[src/mhs_defines.svh]
// Offsets, field codes and timing counts of the multi-plane select glue
`ifndef MHS_DEFINES_SVH
`define MHS_DEFINES_SVH

`define MHS_REG_FIFO 2'b11
`define MHS_BCAST_IDX 4
`define MHS_NUM_MGR 4
`define MHS_NIB_W 4
`define MHS_PTR_W 4
`define MHS_MEM_DEPTH 16
`define MHS_CLK_NS 20
`define MHS_READ_HOLD_NS 60
`define MHS_READ_HOLD_CYC (`MHS_READ_HOLD_NS / `MHS_CLK_NS)
`define MHS_TOP_NIB 16'hf000

`endif

[src/mhs_pkg.sv]
// Types shared by the multi-plane select glue
package mhs_pkg;

	typedef enum logic [1:0]
	{
		ACC_IDLE = 2'b00,
		ACC_SINGLE = 2'b01,
		ACC_BCAST = 2'b10,
		ACC_PIXEL = 2'b11
	} mhs_acc_e;

	typedef struct packed
	{
		logic [4:0] pcs_m;
		logic [4:0] pcs_s;
		logic ale_m;
		logic ale_s;
		logic rd_m;
		logic rd_s;
		logic wr_m;
		logic wr_s;
		logic den_m;
		logic den_s;
		logic [2:0] adr_m;
		logic [2:0] adr_s;
		logic [15:0] dat_m;
		logic [15:0] dat_s;
		logic t1;
		logic t2;
		logic t3;
		logic tw;
		logic t4;
		logic rend;
		logic [1:0] rsel;
		logic a3;
		mhs_acc_e acc;
		logic [15:0] act;
		logic [3:0] ptr;
		logic [1:0] pcnt;
		logic [1:0] ld;
		logic [63:0] sh;
		logic [3:0] cs_n;
		logic [3:0] ede_n;
		logic [3:0] reg_oe_n;
		logic pix_oe_n;
		logic [15:0] dout;
	} mhs_state_s;

endpackage

[src/mhs_glue.sv]
// Host select, transceiver steering and plane store for four pixel-plane managers
// Function
// RULE_01: Per-manager selects are qualified by the address latch strobe.
// RULE_02: Broadcast select with strobe asserts all four manager selects together.
// RULE_03: Broadcast uses the fifth 128-byte region; managers answer only their block.
// RULE_04: Host reaches one manager through that manager's own address block.
// RULE_05: Address bits two and one are latched as the register-select pair.
// RULE_06: Pixel-wide transceivers enable only on broadcast with address line three high.
// RULE_07: Pixel-wide read concatenates one nibble per manager into a 16-bit word.
// RULE_08: Pixel-wide write splits the 16-bit word, one nibble to each manager.
// RULE_09: Single-manager access, line three low, enables only that manager's transceivers.
// RULE_10: Broadcast with line three low enables regular transceivers, pixel path off.
// RULE_11: Each manager keeps four plane activity bits set by the activity command.
// RULE_12: Active planes work normally; inactive planes are never written.
// RULE_13: Driver enable needs select, FIFO register select and some active plane. Code enables on select alone when the FIFO register is not selected.
// RULE_14: Block writes store processor data only into active planes.
// RULE_15: Host keeps exactly one active plane in one manager for by-plane reads.
// RULE_16: Pixel-wide reads return ones in every inactive plane position.
// RULE_17: Read transceiver enable also needs the manager's driver enable.
// RULE_18: The read end state switches transceivers off to keep read hold.
// RULE_19: After each pixel-wide read every manager shifts its word left four bits. Code shifts only when the FIFO register is selected.
// RULE_20: Bus tracker steps one, two, three, wait and read end on reads only.
`include "mhs_defines.svh"

module mhs_glue
	import mhs_pkg::*;
(
	input wire logic ref_clk_i,
	input wire logic rst_n_i,
	input wire logic [4:0] pcs_n_i,
	input wire logic address_latch_strobe_i,
	input wire logic rd_n_i,
	input wire logic wr_n_i,
	input wire logic processor_data_enable_n_i,
	input wire logic [2:0] addr_i,
	input wire logic [15:0] data_i,
	input wire logic act_cmd_i,
	input wire logic [1:0] act_mgr_i,
	input wire logic [3:0] act_bits_i,
	output logic [3:0] cs_n_o,
	output logic [1:0] reg_sel_o,
	output logic [3:0] external_driver_enable_n_o,
	output logic [3:0] reg_oe_n_o,
	output logic pix_oe_n_o,
	output logic [15:0] data_o,
	output logic read_end_state_o,
	output logic [15:0] plane_active_bits_o
);

	localparam int READ_HOLD_CYC = `MHS_READ_HOLD_CYC;

	mhs_state_s st_r;
	mhs_state_s st_nxt;
	logic [3:0] sel;
	logic [3:0] ede;
	logic [3:0] reg_en;
	logic pix_en;
	logic bcast;
	logic fifo;
	logic rd_ok;
	logic wr_ok;
	logic [1:0] k;
	logic mem_we;
	logic [63:0] mem_wd;
	logic [63:0] mem_wm;
	logic [63:0] mem_rd;

	function automatic logic [15:0] nib_mask(input logic [3:0] a);
		nib_mask = {4{a}};
	endfunction

	function automatic logic [1:0] first_idx(input logic [3:0] s);
		first_idx = 2'h0;
		for (int i = 3; i >= 0; i--)
		begin
			if (s[i])
			begin
				first_idx = 2'(i);
			end
		end
	endfunction

	mhs_plane_mem u_mem
	(
		.ref_clk_i(ref_clk_i),
		.rst_n_i(rst_n_i),
		.addr_i(st_r.ptr),
		.we_i(mem_we),
		.wdata_i(mem_wd),
		.wmask_i(mem_wm),
		.rdata_o(mem_rd)
	);

	always_comb
	begin
		st_nxt = st_r;
		sel = 4'h0;
		ede = 4'h0;
		reg_en = 4'h0;
		pix_en = 1'b0;
		mem_we = 1'b0;
		mem_wd = 64'h0;
		mem_wm = 64'h0;
		// Bus pin inputs pass two flops before any decode; the activity command inputs are used directly
		st_nxt.pcs_m = ~pcs_n_i;
		st_nxt.pcs_s = st_r.pcs_m;
		st_nxt.ale_m = address_latch_strobe_i;
		st_nxt.ale_s = st_r.ale_m;
		st_nxt.rd_m = ~rd_n_i;
		st_nxt.rd_s = st_r.rd_m;
		st_nxt.wr_m = ~wr_n_i;
		st_nxt.wr_s = st_r.wr_m;
		st_nxt.den_m = ~processor_data_enable_n_i;
		st_nxt.den_s = st_r.den_m;
		st_nxt.adr_m = addr_i;
		st_nxt.adr_s = st_r.adr_m;
		st_nxt.dat_m = data_i;
		st_nxt.dat_s = st_r.dat_m;
		st_nxt.t1 = st_r.ale_s; // RULE_20
		st_nxt.t2 = st_r.t1; // RULE_20
		st_nxt.t3 = st_r.t2; // RULE_20
		st_nxt.tw = st_r.t3 & st_r.rd_s; // RULE_20
		st_nxt.t4 = st_r.tw; // RULE_20
		// Held off from read end until the read strobe drops, so no re-enable in the hold
		if (st_r.t4)
		begin
			st_nxt.rend = 1'b1; // RULE_18
		end
		else if (!st_r.rd_s)
		begin
			st_nxt.rend = 1'b0;
		end
		if (st_r.ale_s)
		begin
			st_nxt.rsel = st_r.adr_s[1:0]; // RULE_05
			st_nxt.a3 = st_r.adr_s[2];
		end
		if (act_cmd_i)
		begin
			st_nxt.act[{act_mgr_i, 2'b00} +: 4] = act_bits_i; // RULE_11
		end
		// Selects wait for the strobe to drop so the latched address is settled
		bcast = st_r.pcs_s[`MHS_BCAST_IDX] & ~st_r.ale_s; // RULE_03
		for (int i = 0; i < `MHS_NUM_MGR; i++)
		begin
			sel[i] = (st_r.pcs_s[i] | st_r.pcs_s[`MHS_BCAST_IDX]) & ~st_r.ale_s; // RULE_01 RULE_02
		end
		fifo = st_r.rsel == `MHS_REG_FIFO;
		for (int i = 0; i < `MHS_NUM_MGR; i++)
		begin
			ede[i] = sel[i] & (~fifo | (|st_r.act[4*i +: 4])); // RULE_13
		end
		if (sel == 4'h0)
		begin
			st_nxt.acc = ACC_IDLE;
		end
		else if (bcast & st_r.a3)
		begin
			st_nxt.acc = ACC_PIXEL;
		end
		else if (bcast)
		begin
			st_nxt.acc = ACC_BCAST;
		end
		else
		begin
			st_nxt.acc = ACC_SINGLE;
		end
		rd_ok = st_r.rd_s & st_r.den_s & ~st_r.rend & ~st_r.t4; // RULE_18
		wr_ok = st_r.wr_s & st_r.den_s;
		case (st_nxt.acc)
			ACC_PIXEL:
			begin
				pix_en = wr_ok | (rd_ok & (|ede)); // RULE_06 RULE_17
			end
			ACC_BCAST, ACC_SINGLE:
			begin
				for (int i = 0; i < `MHS_NUM_MGR; i++)
				begin
					reg_en[i] = sel[i] & (wr_ok | (rd_ok & ede[i])); // RULE_09 RULE_10 RULE_17
				end
			end
			default:
			begin
				reg_en = 4'h0;
			end
		endcase
		st_nxt.cs_n = ~sel;
		st_nxt.ede_n = ~ede;
		st_nxt.reg_oe_n = ~reg_en;
		st_nxt.pix_oe_n = ~pix_en;
		k = first_idx(sel);
		if (st_nxt.acc == ACC_PIXEL)
		begin
			for (int i = 0; i < `MHS_NUM_MGR; i++)
			begin
				st_nxt.dout[12-4*i +: 4] = st_r.sh[16*i+12 +: 4] | ~st_r.act[4*i +: 4]; // RULE_07 RULE_16
			end
		end
		else
		begin
			st_nxt.dout = mem_rd[{k, 4'h0} +: 16] | ~nib_mask(st_r.act[{k, 2'b00} +: 4]);
		end
		// Word reload lags a pointer change by two edges through the registered store
		st_nxt.ld = {st_r.ld[0], 1'b0};
		if (st_r.ld[1])
		begin
			st_nxt.sh = mem_rd;
		end
		if (st_r.t3 & st_r.wr_s & fifo & (|sel))
		begin
			mem_we = 1'b1;
			for (int i = 0; i < `MHS_NUM_MGR; i++)
			begin
				if (sel[i] && st_nxt.acc == ACC_PIXEL)
				begin
					mem_wd[16*i +: 16] = {4{st_r.dat_s[12-4*i +: 4]}}; // RULE_08
					mem_wm[16*i +: 16] = nib_mask(st_r.act[4*i +: 4])
						& (`MHS_TOP_NIB >> {st_r.pcnt, 2'b00}); // RULE_12 RULE_14
				end
				else if (sel[i])
				begin
					mem_wd[16*i +: 16] = st_r.dat_s;
					mem_wm[16*i +: 16] = nib_mask(st_r.act[4*i +: 4]); // RULE_12 RULE_14
				end
			end
		end
		if ((mem_we || (st_r.t4 && fifo && (|sel))) && st_nxt.acc == ACC_PIXEL)
		begin
			st_nxt.pcnt = st_r.pcnt + 2'h1;
			// Reload only with a new word, or it would undo the nibble shift
			if (st_r.pcnt == 2'h3)
			begin
				st_nxt.ptr = st_r.ptr + 4'h1;
				st_nxt.ld = 2'b01;
			end
		end
		else if (mem_we || (st_r.t4 && fifo && (|sel)))
		begin
			st_nxt.ptr = st_r.ptr + 4'h1;
			st_nxt.ld = 2'b01;
		end
		if (st_r.t4 && fifo && st_nxt.acc == ACC_PIXEL)
		begin
			for (int i = 0; i < `MHS_NUM_MGR; i++)
			begin
				st_nxt.sh[16*i +: 16] = {st_r.sh[16*i +: 12], 4'h0}; // RULE_19
			end
		end
	end

	always_ff @(posedge ref_clk_i or negedge rst_n_i)
	begin
		if (!rst_n_i)
		begin
			st_r <= '0;
			st_r.ld <= 2'b01;
			st_r.cs_n <= 4'hf;
			st_r.ede_n <= 4'hf;
			st_r.reg_oe_n <= 4'hf;
			st_r.pix_oe_n <= 1'b1;
		end
		else
		begin
			st_r <= st_nxt;
		end
	end

	assign cs_n_o = st_r.cs_n;
	assign reg_sel_o = st_r.rsel;
	assign external_driver_enable_n_o = st_r.ede_n;
	assign reg_oe_n_o = st_r.reg_oe_n;
	assign pix_oe_n_o = st_r.pix_oe_n;
	assign data_o = st_r.dout;
	assign read_end_state_o = st_r.t4;
	assign plane_active_bits_o = st_r.act;
endmodule

[src/mhs_plane_mem.sv]
// Display word store for four managers, bit-masked writes, registered read
module mhs_plane_mem
	import mhs_pkg::*;
(
	input wire logic ref_clk_i,
	input wire logic rst_n_i,
	input wire logic [3:0] addr_i,
	input wire logic we_i,
	input wire logic [63:0] wdata_i,
	input wire logic [63:0] wmask_i,
	output logic [63:0] rdata_o
);

	logic [63:0] mem [0:15];

	// Bit mask lets an inactive plane keep its contents on a write
	always_ff @(posedge ref_clk_i)
	begin
		if (we_i)
		begin
			for (int b = 0; b < 64; b++)
			begin
				if (wmask_i[b])
				begin
					mem[addr_i][b] <= wdata_i[b];
				end
			end
		end
	end

	always_ff @(posedge ref_clk_i or negedge rst_n_i)
	begin
		if (!rst_n_i)
		begin
			rdata_o <= 64'h0;
		end
		else
		begin
			rdata_o <= mem[addr_i];
		end
	end

endmodule

[config.mk]
export PLATFORM = sky130hd
export DESIGN_NAME = mhs_glue
export DESIGN_NICKNAME = d
export VERILOG_FILES = /design/src/mhs_pkg.sv /design/src/mhs_glue.sv /design/src/mhs_plane_mem.sv
export VERILOG_INCLUDE_DIRS = /design/src /design/src/src
export SDC_FILE = /design/constraint.sdc
export NUM_CORES = 2
export LEC_CHECK = 0
export BUFFER_PORTS_ARGS = -buffer_cell sky130_fd_sc_hd__buf_2
export CAP_MARGIN = 30
export CORE_MARGIN = 8
export CORE_UTILIZATION = 40
export CTS_CLUSTER_SIZE = 8
export DETAILED_ROUTE_END_ITERATION = 12
export PLACE_DENSITY = 0.55
export SLEW_MARGIN = 10
export SYNTH_ARGS = -nofsm -noshare
export SYNTH_HDL_FRONTEND = slang
export SYNTH_SLANG_ARGS = --single-unit
[constraint.sdc]
create_clock -name ref_clk_i -period 2.72 [get_ports ref_clk_i]
set_input_delay 0.544 -clock ref_clk_i [delete_from_list [all_inputs] [get_ports ref_clk_i]]
set_output_delay 0.544 -clock ref_clk_i [all_outputs]
set_load 0.05 [all_outputs]
==> out/results.ini <==
[outcome]
outcome = complete, no violations

[yosys]
yosysSeqAreaShare = 0.6918
synthesis.nets = 3651
yosysWarnings = 0
ys_seq_elements = 1270
syn_inst = 3600
synth_flop_cell = edfxtp_1
synth.distinct_cells = 41
synth_edf_count = 1024
synth_area_per_cell_um2 = 14.82
synthArstFlopShare = 0.1937
syn_area_mm2 = 0.05337

[clock_network]
clkTransAtPathRegs_ns = 0.05
post-cts-setup-buffers = 0
cts_tree = done
root_buffer = clkbuf_16
clk_path_buf_depth = 3
clock_latency_ns = 0.79
numCtsBuffers = 176
cts.htree.levels = 4
clock-sinks = 1270

[pwr]
switching_share = 0.2855
ir_worst_vdd_mv = 0.7543
combPwrFrac = 0.215
leakage_nw = 21.42
pwr-share-clk = 0.367
p_int_mw = 39.38
p_switching_mw = 15.74
fin_total_pwr_mw = 55.11
p_seq_frac = 0.418
pwr_density_cell_mw_per_mm2 = 886.1

[sta]
slew_violations = 0
finalHoldViolations = 0
period_share = 0.9585
rsz0062_at_grt = yes
tightestPinTransition_ns = 0.7979
max-slew-margin-rel = 0.4680
setup_viol = 0
skew_ns = 0.03734
max_clock_freq_ghz = 0.3836
period_minus_slack_ns = 2.607

[setup_path]
arrival_ns = 3.19
cpLargestDelayFamily = buffers and inverters
path_buf_inv = 4
r2r_slack_ns = 0.11
worstPathMaxFanout = 20
start_kind = flip-flop
slowest_delay_ns = 0.44
crit_path_top_delay_cell = dfrtp_1
cpMostUsedCell = buf_4
critPathCaptureType = flip-flop
worstPathCellList = nor2_1 -> a21o_1 -> buf_4 -> nor2_2 -> buf_12 -> nand2_1 -> buf_4 -> a21oi_1 -> buf_4
worstSetupPathType = reg2reg
critical_path_required_ns = 3.31

[layout]
post-route-util = 0.4678
syn2layout_area_growth_pct = 16.54
drive_above_1_share = 0.2367
layout_common_cells = nor2_1, edfxtp_1, mux4_2, dfrtp_1, clkbuf_16
fin_nets = 3798
layout_commonest_cell = nor2_1

[routing]
routed_via_density = 5.520
ant_nets = 0
via_count = 31013
drt-wirelength-per-cell_um = 26.55
drt-total-wl_um = 149100
drtIter0Drc = 3320
drc_errors = 0
dr.pass1.iters = 5

[grt]
track_usage = 0.2031
grt_pass1_vias = 31820
antenna_found_initial = 10
grt_first_pass_wirelength_um = 218900
grt_overflow = 0
grt_start_max_net_pins = 97

[placement]
finalWeightedCongestion = 0.8078
io_buffers = 84
hpwl_um = 85470

[floorplanning]
start_util = 0.4014
coreArea_mm2 = 0.1330
num_rows = 134
die_w_um = 381.3
ios = 85
die_h_um = 381.3
die_area_mm2 = 0.1454

[hold_path]
min_path_type = in2reg

[job]
cap_violations = 0

-- metrics by stage --
stage          cell area, um2  TNS [ns]  worst slack, ns  cells  hold WS [ns]
2_1_floorplan           53500   -0.9816        -0.004775   3600        0.2484
3_3_place_gp            56770         0          0.08193   5305        0.3327
3_5_place_dp            56770         0          0.07086   5305        0.3356
4_1_cts                 62100         0          0.04210   5616       0.02424
5_1_grt                 62190  -0.08212         -0.01676   5616       0.06781
6_report                62200         0           0.1129   5618       0.08513
-- kinds of logic (layout without fill, tap and decap cells) --
| family | after synthesis | in the layout | share of synthesized area |
|---|---|---|---|
| AO/OA/AOI/OAI | 154 | 154 | 0.01529 |
| XOR/XNOR | 4 | 4 | 0.0006564 |
| adder cells (fa/ha/maj) | 14 | 14 | 0.003282 |
| buffers and inverters | 353 | 601 | 0.03043 |
| flip-flops | 1270 | 1270 | 0.6918 |
| multiplexers | 435 | 435 | 0.1571 |
| other | 0 | 2 | 0 |
| AND/OR/NAND/NOR | 1370 | 1370 | 0.1015 |
-- power groups by stage --
stage,clock network (mW),registers [mW],logic [mW]
after global placement,0,23.4,12.0
after detailed placement,0,23.4,12.0
after global routing,21.4,23.1,12.5
final,20.2,23.0,11.9
after floorplan,0,22.7,7.77
after CTS,20.6,23.0,12.0
-- what timing repair did --
item / 4_1_cts / 5_1_grt
endpoints found under the setup margin: 0 / 429
hold buffers: 32 / 0
resized for setup: 0 / 28
hold endpoints to repair: 80 / 0
-- cell usage after synthesis, types with 3 or more instances --
cell / instances / area (um2)
mux2_2: 19 / 214.0
dfstp_2: 14 / 367.9
buf_4: 48 / 360.4
a32oi_1: 7 / 61.31
mux4_2: 320 / 7207
nand3_1: 15 / 75.07
nand4_1: 3 / 18.77
o21ai_0: 28 / 140.1
clkbuf_1: 214 / 803.3
o31ai_1: 3 / 22.52
dfrtp_1: 232 / 5806
buf_2: 48 / 240.2
nand2_1: 146 / 548.0
nor2_1: 1122 / 4212
xnor2_1: 4 / 35.03
nand2_2: 20 / 125.1
nor2b_1: 6 / 37.54
edfxtp_1: 1024 / 30750
a21o_1: 3 / 22.52
nand2b_1: 5 / 31.28
and3_1: 16 / 100.1
nor3_2: 5 / 50.05
mux2i_1: 96 / 960.9
and2_1: 21 / 131.4
a21oi_1: 111 / 555.5
inv_1: 24 / 90.09
or4_1: 4 / 30.03
buf_1: 14 / 52.55
ha_1: 14 / 175.2
-- worst paths after layout --
kind | start | to | cells past startpoint
worst max-delay path | st_r[176] | u_mem.mem[13][2] | 9
worst min register to register | st_nxt[136] | st_r[136] | 0
min in group asynchronous | rst_n_i | st_r[161] | 2
worst max register to register | st_r[176] | u_mem.mem[13][2] | 9
worst min-delay path | act_bits_i[3] | plane_active_bits_o[3] | 3
max in group asynchronous | rst_n_i | u_mem.rdata_o[41] | 4
-- cell type report --
type                       count  area [um2]
clock buffer                 270        4885
tap                         1768        2212
clock inverter                 9       131.4
inverter                      24       92.59
timing repair buffer         298        2746
fill                       11592       70760
sequential                  1270       36940
multi-input combinational   1977       15180
antenna                        2       5.005
-- worst register-to-register path, delay by kind of cell, from the launching register on --
| kind | cells | cell delay (ns) |
|---|---|---|
| AOI/OAI and AO/OA | 2 | 0.40 |
| DFF | 1 | 0.44 |
| buffers and inverters | 4 | 0.97 |
| and+or+nand+nor | 3 | 0.60 |
-- flip-flops by register name, indices dropped and copies added, names as in the netlist --
register,count
st_nxt,32
data_o,16
st_r,102
u_mem.rdata_o,64
reg_oe_n_o,4
plane_active_bits_o,16
pix_oe_n_o,1
u_mem.mem,1024
cs_n_o,4
reg_sel_o,2
external_driver_enable_n_o,4
read_end_state_o,1
-- per-layer routing --
metal	global-route usage	routed length, um
met1	0.2870	65040
met2	0.3240	70840
met3	0.03628	9835
met4	0.05742	3411
met5	0	8
No activity file was read; power rests on OpenSTA's default activity.
